File: config.mk
export PLATFORM = sky130hd
export DESIGN_NAME = vac_core
export DESIGN_NICKNAME = d
export VERILOG_FILES = /design/src/verilog/vac_pkg.sv /design/src/verilog/vac_core.sv
export SDC_FILE = /design/constraint.sdc
export NUM_CORES = 2
export LEC_CHECK = 0
export ABC_AREA = 0
export BUFFER_PORTS_ARGS = -buffer_cell sky130_fd_sc_hd__buf_2
export CORE_MARGIN = 10
export CORE_UTILIZATION = 60
export DETAILED_ROUTE_END_ITERATION = 10
export PLACE_DENSITY = 0.77
export SETUP_SLACK_MARGIN = 0.5
export SLEW_MARGIN = 20
export SYNTH_ARGS = -nofsm -noshare
export SYNTH_HDL_FRONTEND = slang
export SYNTH_SLANG_ARGS = --single-unit
File: constraint.sdc
create_clock -name core_clk -period 64.9 [get_ports core_clk]
set_input_delay 3.245 -clock core_clk [delete_from_list [all_inputs] [get_ports core_clk]]
set_output_delay 3.245 -clock core_clk [all_outputs]
set_load 0.05 [all_outputs]
File: src/verilog/vac_pkg.sv
// constants of the valve amplifier command logic
// assumes a single 40 MHz core clock and a plain register port
package vac_pkg;
  // register port
  localparam int ADDR_W = 4;
  localparam int DATA_W = 16;
  localparam logic [3:0] REG_MODE = 4'h0;
  localparam logic [3:0] REG_IMIN = 4'h1;
  localparam logic [3:0] REG_IMAX = 4'h2;
  localparam logic [3:0] REG_DFREQ = 4'h3;
  localparam logic [3:0] REG_DLVL = 4'h4;
  localparam logic [3:0] REG_RAMP = 4'h5;
  localparam logic [3:0] REG_CTRL = 4'h6;
  localparam logic [3:0] REG_STATUS = 4'h7;
  localparam logic [3:0] REG_FIX_BASE = 4'h8;
  // field positions
  localparam int CTRL_STORE_BIT = 0;
  localparam int ST_DIN_LSB = 0;
  localparam int ST_ERR_BIT = 8;
  localparam int ST_DRV_A_BIT = 9;
  localparam int ST_DRV_B_BIT = 10;
  // operating modes
  typedef enum logic [1:0] {
    MODE_SINGLE = 2'b00,
    MODE_SPLIT = 2'b01,
    MODE_BIPOLAR = 2'b10,
    MODE_DUAL = 2'b11
  } vac_mode_t;
  // current settings in mA
  localparam logic [10:0] IMIN_RST = 11'h096;
  localparam logic [10:0] IMIN_LIM = 11'h3B6;
  localparam logic [10:0] IMAX_RST = 11'h2BC;
  localparam logic [10:0] IMAX_LIM = 11'h708;
  localparam int CUR_FS_MA = 2000;
  // dither in Hz and mA, then ramp time and fixed preset resets
  localparam logic [7:0] DFREQ_RST = 8'h64;
  localparam logic [7:0] DFREQ_LO = 8'h14;
  localparam logic [7:0] DFREQ_HI = 8'hFA;
  localparam logic [7:0] DLVL_RST = 8'h64;
  localparam logic [7:0] DLVL_LIM = 8'hC8;
  localparam logic [15:0] RAMP_RST = 16'h0000;
  localparam logic [9:0] FIX_RST = 10'h000;
  // preset scale, 10-bit converter
  localparam logic [9:0] PRE_MID = 10'h200;
  localparam logic [9:0] PRE_TOP = 10'h3FF;
  // timing
  localparam int CLK_HZ = 40_000_000;
  localparam int PWM_HZ = 1000;
  localparam int PWM_CYC = CLK_HZ / PWM_HZ;
  localparam int US_NS = 1000;
  localparam int CLK_NS = 25;
  localparam int US_CYC = US_NS / CLK_NS;
  localparam int NCO_W = 27;
endpackage : vac_pkg

File: src/verilog/vac_core.sv
// valve amplifier command logic: inputs, preset select, ramp, mode
// mapping, dither and 1 kHz pwm for solenoids a and b, status outputs
// assumes converter samples on core_clk, discrete pins are asynchronous
`timescale 1ns/10ps
`default_nettype none
module vac_core
  import vac_pkg::*;
#(
  parameter int PWM_PERIOD = vac_pkg::PWM_CYC
)
(
  input wire logic core_clk,
  input wire logic rst_n,
  input wire logic [vac_pkg::ADDR_W-1:0] reg_addr,
  input wire logic [vac_pkg::DATA_W-1:0] reg_wdata,
  input wire logic reg_wr,
  input wire logic reg_rd,
  output logic [vac_pkg::DATA_W-1:0] reg_rdata,
  input wire logic [7:0] din_pin,
  input wire logic fault_pin,
  input wire logic [9:0] adc_a,
  input wire logic [9:0] adc_b,
  output logic sol_a_pwm,
  output logic sol_b_pwm,
  output logic dout_err,
  output logic dout_sol_b,
  output logic led_green,
  output logic led_yellow,
  output logic led_red,
  output logic nvm_store
);
  import vac_pkg::*;

  // two-stage synchronisers for pins
  logic [7:0] din_meta_ff;
  logic [7:0] din_sync_ff;
  logic fault_meta_ff;
  logic fault_sync_ff;
  always_ff @(posedge core_clk or negedge rst_n)
  begin
    if (!rst_n)
    begin
      din_meta_ff <= 8'h03;
      din_sync_ff <= 8'h03;
      fault_meta_ff <= 1'b0;
      fault_sync_ff <= 1'b0;
    end
    else
    begin
      din_meta_ff <= din_pin;
      din_sync_ff <= din_meta_ff;
      fault_meta_ff <= fault_pin;
      fault_sync_ff <= fault_meta_ff;
    end
  end

  // input polarity and meaning
  wire dis_a_n = din_sync_ff[0];
  wire dis_b_n = din_sync_ff[1];
  wire in_dis_a = ~dis_a_n;
  wire in_dis_b = ~dis_b_n;
  wire in_enable = din_sync_ff[2];
  wire in_sel_b = din_sync_ff[3];
  wire in_ramp_off = din_sync_ff[4];
  wire [2:0] fix_code = din_sync_ff[7:5];

  // configuration registers
  vac_mode_t mode_ff;
  logic [10:0] imin_ff;
  logic [10:0] imax_ff;
  logic [7:0] dfreq_ff;
  logic [7:0] dlvl_ff;
  logic [15:0] ramp_time_ff;
  logic nvm_store_ff;
  logic [9:0] fix_ff [8];
  // write decode
  wire wr_mode = reg_wr && reg_addr == REG_MODE;
  wire wr_imin = reg_wr && reg_addr == REG_IMIN;
  wire wr_imax = reg_wr && reg_addr == REG_IMAX;
  wire wr_dfreq = reg_wr && reg_addr == REG_DFREQ;
  wire wr_dlvl = reg_wr && reg_addr == REG_DLVL;
  wire wr_ramp = reg_wr && reg_addr == REG_RAMP;
  wire wr_ctrl = reg_wr && reg_addr == REG_CTRL;
  wire wr_fix = reg_wr && reg_addr[3] == REG_FIX_BASE[3];
  // write values clamped to the allowed ranges
  wire [10:0] w_cur = reg_wdata[10:0];
  wire [10:0] nxt_imin = (w_cur > IMIN_LIM) ? IMIN_LIM : w_cur;
  wire [10:0] imax_cap = (w_cur > IMAX_LIM) ? IMAX_LIM : w_cur;
  wire [10:0] nxt_imax = (imax_cap < imin_ff) ? imin_ff : imax_cap;
  wire [7:0] w_b = reg_wdata[7:0];
  wire [7:0] nxt_dfreq = (w_b < DFREQ_LO) ? DFREQ_LO :
                         (w_b > DFREQ_HI) ? DFREQ_HI : w_b;
  wire [7:0] nxt_dlvl = (w_b > DLVL_LIM) ? DLVL_LIM : w_b;

  // parameter registers, defaults at reset
  always_ff @(posedge core_clk or negedge rst_n)
  begin
    if (!rst_n)
    begin
      mode_ff <= MODE_SINGLE;
      imin_ff <= IMIN_RST;
      imax_ff <= IMAX_RST;
      dfreq_ff <= DFREQ_RST;
      dlvl_ff <= DLVL_RST;
      ramp_time_ff <= RAMP_RST;
      nvm_store_ff <= 1'b0;
    end
    else
    begin
      if (wr_mode)
        mode_ff <= vac_mode_t'(reg_wdata[1:0]);
      if (wr_imin)
        imin_ff <= nxt_imin;
      if (wr_imax)
        imax_ff <= nxt_imax;
      else if (wr_imin && nxt_imin > imax_ff)
        imax_ff <= nxt_imin; // keeps imax at or above imin
      if (wr_dfreq)
        dfreq_ff <= nxt_dfreq;
      if (wr_dlvl)
        dlvl_ff <= nxt_dlvl;
      if (wr_ramp)
        ramp_time_ff <= reg_wdata;
      nvm_store_ff <= wr_ctrl && reg_wdata[CTRL_STORE_BIT];
    end
  end
  // fixed preset store, slot zero means external
  assign fix_ff[0] = FIX_RST;
  genvar k;
  generate
    for (k = 1; k < 8; k++)
    begin : g_fix
      always_ff @(posedge core_clk or negedge rst_n)
      begin
        if (!rst_n)
          fix_ff[k] <= FIX_RST;
        else if (wr_fix && reg_addr[2:0] == 3'(k))
          fix_ff[k] <= reg_wdata[9:0];
      end
    end
  endgenerate

  // preset source selection
  logic [9:0] target [2];
  assign target[0] = (fix_code != 3'h0) ? fix_ff[fix_code] : adc_a;
  assign target[1] = (fix_code != 3'h0) ? fix_ff[fix_code] : adc_b;
  // ramp time base: one microsecond tick and step divider
  logic [5:0] us_cnt_ff;
  logic [15:0] step_cnt_ff;
  wire us_tick = us_cnt_ff == 6'(US_CYC - 1);
  wire step_tick = us_tick && (step_cnt_ff + 16'h0001 >= ramp_time_ff);
  wire ramp_bypass = in_ramp_off || ramp_time_ff == 16'h0000;
  always_ff @(posedge core_clk or negedge rst_n)
  begin
    if (!rst_n)
    begin
      us_cnt_ff <= 6'h00;
      step_cnt_ff <= 16'h0000;
    end
    else
    begin
      us_cnt_ff <= us_tick ? 6'h00 : us_cnt_ff + 6'h01;
      if (step_tick)
        step_cnt_ff <= 16'h0000;
      else if (us_tick)
        step_cnt_ff <= step_cnt_ff + 16'h0001;
    end
  end
  // dither oscillator: phase flips at twice the dither frequency
  logic [NCO_W-1:0] nco_ff;
  logic dith_hi_ff;
  wire [NCO_W-1:0] nco_sum = nco_ff + NCO_W'({dfreq_ff, 1'b0});
  wire nco_wrap = nco_sum >= NCO_W'(CLK_HZ);
  always_ff @(posedge core_clk or negedge rst_n)
  begin
    if (!rst_n)
    begin
      nco_ff <= '0;
      dith_hi_ff <= 1'b0;
    end
    else
    begin
      nco_ff <= nco_wrap ? nco_sum - NCO_W'(CLK_HZ) : nco_sum;
      if (nco_wrap)
        dith_hi_ff <= ~dith_hi_ff;
    end
  end
  // pwm period counter, duty loaded at period end
  logic [15:0] pwm_cnt_ff;
  wire pwm_end = pwm_cnt_ff == 16'(PWM_PERIOD - 1);
  always_ff @(posedge core_clk or negedge rst_n)
  begin
    if (!rst_n)
      pwm_cnt_ff <= 16'h0000;
    else
      pwm_cnt_ff <= pwm_end ? 16'h0000 : pwm_cnt_ff + 16'h0001;
  end

  // mode mapping from ramped presets to channel fraction and select
  logic [9:0] ramp_ff [2];
  logic [9:0] frac [2];
  logic [1:0] chan_on;
  wire [9:0] p_a = ramp_ff[0];
  wire upper = p_a >= PRE_MID;
  // end points reach 1023 so full deflection lands exactly on imax
  wire [9:0] up_frac = {p_a[8:0], p_a[8]}; // (p-512)*2, top end 1023
  wire [9:0] dn_frac = {~p_a[8:0], ~p_a[8]}; // (511-p)*2, zero end 1023
  always_comb
  begin
    frac[0] = p_a;
    frac[1] = p_a;
    chan_on = 2'b00;
    unique case (mode_ff)
      MODE_SINGLE:
      begin
        chan_on = in_sel_b ? 2'b10 : 2'b01;
      end
      MODE_SPLIT, MODE_BIPOLAR:
      begin
        frac[0] = up_frac;
        frac[1] = dn_frac;
        chan_on = upper ? 2'b01 : 2'b10;
      end
      MODE_DUAL:
      begin
        frac[1] = ramp_ff[1];
        chan_on = 2'b11;
      end
    endcase
  end

  wire [1:0] dis = {in_dis_b, in_dis_a};
  wire [1:0] drive_en = chan_on & ~dis & {2{in_enable}};
  wire [10:0] span = imax_ff - imin_ff;
  wire [6:0] dith_half = dlvl_ff[7:1];
  logic [10:0] cur_cmd [2];
  logic [15:0] duty_ff [2];
  logic pwm_ff [2];
  // per solenoid: ramp, current scaling, dither, pwm
  genvar c;
  generate
    for (c = 0; c < 2; c++)
    begin : g_chan
      wire [20:0] prod = span * frac[c];
      wire [10:0] scaled = (frac[c] == PRE_TOP) ? span : prod[20:10];
      wire [11:0] cur_up = {1'b0, cur_cmd[c]} + {5'h00, dith_half};
      wire [11:0] cur_dn = (cur_cmd[c] > {4'h0, dith_half}) ?
                           {1'b0, cur_cmd[c] - {4'h0, dith_half}} : 12'h000;
      wire [11:0] cur_dith = !drive_en[c] ? 12'h000 :
                             dith_hi_ff ? cur_up : cur_dn;
      wire [31:0] duty_full = (32'(cur_dith) * 32'(PWM_PERIOD)) /
                              32'(CUR_FS_MA);
      wire step_up = ramp_ff[c] < target[c];
      wire step_dn = ramp_ff[c] > target[c];
      wire [9:0] nxt_ramp = ramp_bypass ? target[c] :
                            !step_tick ? ramp_ff[c] :
                            step_up ? ramp_ff[c] + 10'h001 :
                            step_dn ? ramp_ff[c] - 10'h001 : ramp_ff[c];
      assign cur_cmd[c] = drive_en[c] ? imin_ff + scaled : 11'h000;
      always_ff @(posedge core_clk or negedge rst_n)
      begin
        if (!rst_n)
        begin
          ramp_ff[c] <= 10'h000;
          duty_ff[c] <= 16'h0000;
          pwm_ff[c] <= 1'b0;
        end
        else
        begin
          ramp_ff[c] <= nxt_ramp;
          if (pwm_end || !drive_en[c])
            duty_ff[c] <= drive_en[c] ? duty_full[15:0] : 16'h0000;
          pwm_ff[c] <= pwm_cnt_ff < duty_ff[c];
        end
      end
    end
  endgenerate

  // status outputs and indicators
  logic err_ff;
  logic sol_b_ff;
  logic [DATA_W-1:0] rdata_ff;
  always_ff @(posedge core_clk or negedge rst_n)
  begin
    if (!rst_n)
    begin
      err_ff <= 1'b0;
      sol_b_ff <= 1'b0;
    end
    else
    begin
      err_ff <= fault_sync_ff;
      sol_b_ff <= drive_en[1];
    end
  end

  // read mux, answer stands in the cycle after the strobe
  wire [DATA_W-1:0] status_word = 16'(
    {drive_en[1], drive_en[0], err_ff, din_sync_ff}) << ST_DIN_LSB;
  logic [DATA_W-1:0] rd_mux;
  always_comb
  begin
    rd_mux = '0;
    if (reg_addr[3])
      rd_mux = {6'h00, fix_ff[reg_addr[2:0]]};
    else
      unique case (reg_addr[2:0])
        REG_MODE[2:0]: rd_mux = {14'h0000, mode_ff};
        REG_IMIN[2:0]: rd_mux = {5'h00, imin_ff};
        REG_IMAX[2:0]: rd_mux = {5'h00, imax_ff};
        REG_DFREQ[2:0]: rd_mux = {8'h00, dfreq_ff};
        REG_DLVL[2:0]: rd_mux = {8'h00, dlvl_ff};
        REG_RAMP[2:0]: rd_mux = ramp_time_ff;
        REG_CTRL[2:0]: rd_mux = '0;
        REG_STATUS[2:0]: rd_mux = status_word;
      endcase
  end

  always_ff @(posedge core_clk or negedge rst_n)
  begin
    if (!rst_n)
      rdata_ff <= '0;
    else
      rdata_ff <= reg_rd ? rd_mux : '0;
  end

  assign reg_rdata = rdata_ff;
  assign sol_a_pwm = pwm_ff[0];
  assign sol_b_pwm = pwm_ff[1];
  assign dout_err = err_ff;
  assign dout_sol_b = sol_b_ff;
  assign led_green = 1'b1;
  assign led_yellow = sol_b_ff;
  assign led_red = err_ff;
  assign nvm_store = nvm_store_ff;
endmodule : vac_core
`default_nettype wire

==> results.cfg <==
[run_status]
status = completed

[synthesis]
synth_common_cells = 559 x nand2_1, 538 x nor2_1, 455 x inv_1
ys_types = 142
synth_edf_count = 0
syn_area_per_cell_um2 = 7.94
synth_top_cell_area_share = 0.142
syn-instance-count = 5810
synth_area_leader_cell = dfrtp_1
async_flop_share = 1.00
synth_warnings = 0
ys_seq_area_frac = 0.153
ys_top_cells_by_area = dfrtp_1 14%, ha_1 11%, fa_1 8.4%, nand2_1 4.5%, nor2_1 4.4%
synthFlopType = dfrtp_1
syn_nets = 6474
netlist_area_mm2 = 0.0462
ys_ff_latch = 282
yosys.cell_count.top_type = nand2_1

[worst_setup_path]
path_max_fanout = 18
cpMaxStageDelayCell = o31ai_2
timing_worst_setup_path_type = reg2reg
arrival_ns = 36.22
cp-end-kind = flip-flop
start_kind = flip-flop
crit_family = compound AO/OA/AOI/OAI gates
max_stage_delay_ns = 0.86
worst-path-buf-inv = 13
critPathRequiredTime_ns = 65.41
critical_path.most_common_cell = inv_1

[worst_hold_path]
min_path_type = reg2reg

[finish]
nNetsFinal = 6430
drive_gt1_frac = 0.0970
fillers = 6582
area_growth_pct = 5.91
multi_input_area_mm2 = 0.0365
ff_latch_area_mm2 = 0.00708

[timing]
slew_headroom = 0.253
tightestPinTransition_ns = 1.12
slew_viol_final = 0
rsz0062_at_grt = false
fin_skew_ns = 0.0189
period_share = 0.550
hold_viol = 0
period_minus_slack_ns = 35.71
max_freq_mhz = 28.0
setup_viol = 0
tns_ns = 0

[global_routing]
grt.overflow.total = 0
grt_max_degree = 94
track_usage = 0.304
grt_pass1_vias = 42800
antenna_found_initial = 1
grt_pass1_wl_mm = 227

[floorplan]
die_h_um = 297
start_util = 0.607
ios = 77
core_mm2 = 0.0761
rows = 101
die_x_um = 297
dieArea_mm2 = 0.0884

[detailed_routing]
via_count = 44400
wl_per_cell_um = 20.4
wirelength_mm = 139
vias_per_cell = 6.51
dr.pass1.iters = 6
drtAntennaViolNets = 0
drc = 0
drt-initial-drc-count = 4184

[clock_tree]
cts.sinks = 282
cts-htree-levels = 2
clk_path_buf_depth = 3
clockRootBuffer = clkbuf_16
cts-resized-gates = 0
clkTransAtPathRegs_ns = 0.07
cts_tree = yes
holdBufCountCts = 0
cts_buffers = 37
insertion_delay_ns = 0.59
cts.repair_timing.setup_buffer_count = 0

[place]
port_buffers = 75
hpwl_mm = 108
place.gp.congestion = 0.976

[job]
maxCapViolations = 0
## through the flow
step                 util  cells  hold WS, ns  worst slack, ns  instance area [µm²]
finish              0.643   6825        0.351            29.19                48900
global route        0.643   6824        0.358            26.40                48900
CTS                 0.642   6824        0.352            29.58                48900
detailed placement  0.624   6757        0.339            29.67                47400
global placement    0.624   6757        0.335            30.58                47400
floorplan               -   5810        0.331            35.05                46200
## worst paths after layout
path | cells after the start | end | startpoint | slack [ns]
max in group asynchronous | 3 | reg_rdata[13] | rst_n | 59.95
min in group asynchronous | 1 | ramp_ff[3] | rst_n | 2.72
worst max-delay path | 113 | duty_ff[0] | imin_ff[1] | 29.19
worst max register to register | 113 | duty_ff[0] | imin_ff[1] | 29.19
worst min-delay path | 0 | fault_sync_ff | fault_meta_ff | 0.35
worst min register to register | 0 | fault_sync_ff | fault_meta_ff | 0.35
## routing by layer
metal	vias up	wire length (µm)	GRT usage
met4	2	8740	0.170
met1	21200	57300	0.385
met5	-	13	0
li1	21000	-	-
met3	458	8940	0.0348
met2	1786	64400	0.501
## kinds of logic (layout without fill, tap and decap cells)
| family | count (synthesis) | count (layout) | share of synthesized area |
|---|---|---|---|
| DFF | 282 | 282 | 0.153 |
| muxes | 259 | 259 | 0.0651 |
| xor gates and xnor gates | 330 | 330 | 0.0644 |
| AOI/OAI and AO/OA | 1576 | 1576 | 0.239 |
| adders and majority gates | 622 | 622 | 0.200 |
| buffers and inverters | 687 | 671 | 0.0579 |
| other | 2 | 3 | 0.000163 |
| and+or+nand+nor | 2052 | 2052 | 0.221 |
## sequential cells by signal (all words and copies together) (netlist names), 10 cells and up
| signal | flops |
|---|---|
| ramp_time_ff | 16 |
| p_a | 10 |
| duty_ff | 32 |
| step_cnt_ff | 16 |
| reg_rdata | 16 |
| ramp_ff | 10 |
| fix_ff | 70 |
| imax_ff | 11 |
| nco_ff | 26 |
| imin_ff | 11 |
| pwm_cnt_ff | 16 |
## layout by cell type, fill, tap and decap left out, types with 71 or more instances in the layout
cell and instances:
nand2_1 559, nor2_1 535, inv_1 455, ha_1 417
a21oi_1 335, o21ai_0 304, dfrtp_1 262, xnor2_1 210
fa_1 194, nand3_1 154, nor3_1 134, mux2_2 131
xor2_1 112, mux2i_1 107, nand2b_1 104, a21o_1 93
and2_1 84, a211oi_1 77, nor2b_1 74, buf_2 74
and3_1 71
## cell type report
class / count / share of cell area
sequential: 282 / 0.145
timing repair buffer: 143 / 0.0183
clock inverter: 20 / 0.00781
inverter: 461 / 0.0354
clock buffer: 47 / 0.0213
multi-input combinational: 4841 / 0.746
tap: 1030 / 0.0264
antenna: 1 / 0.0000512
Power is not shown: default switching activity piles up to over one toggle a cycle in this logic, so the estimate is an artifact.
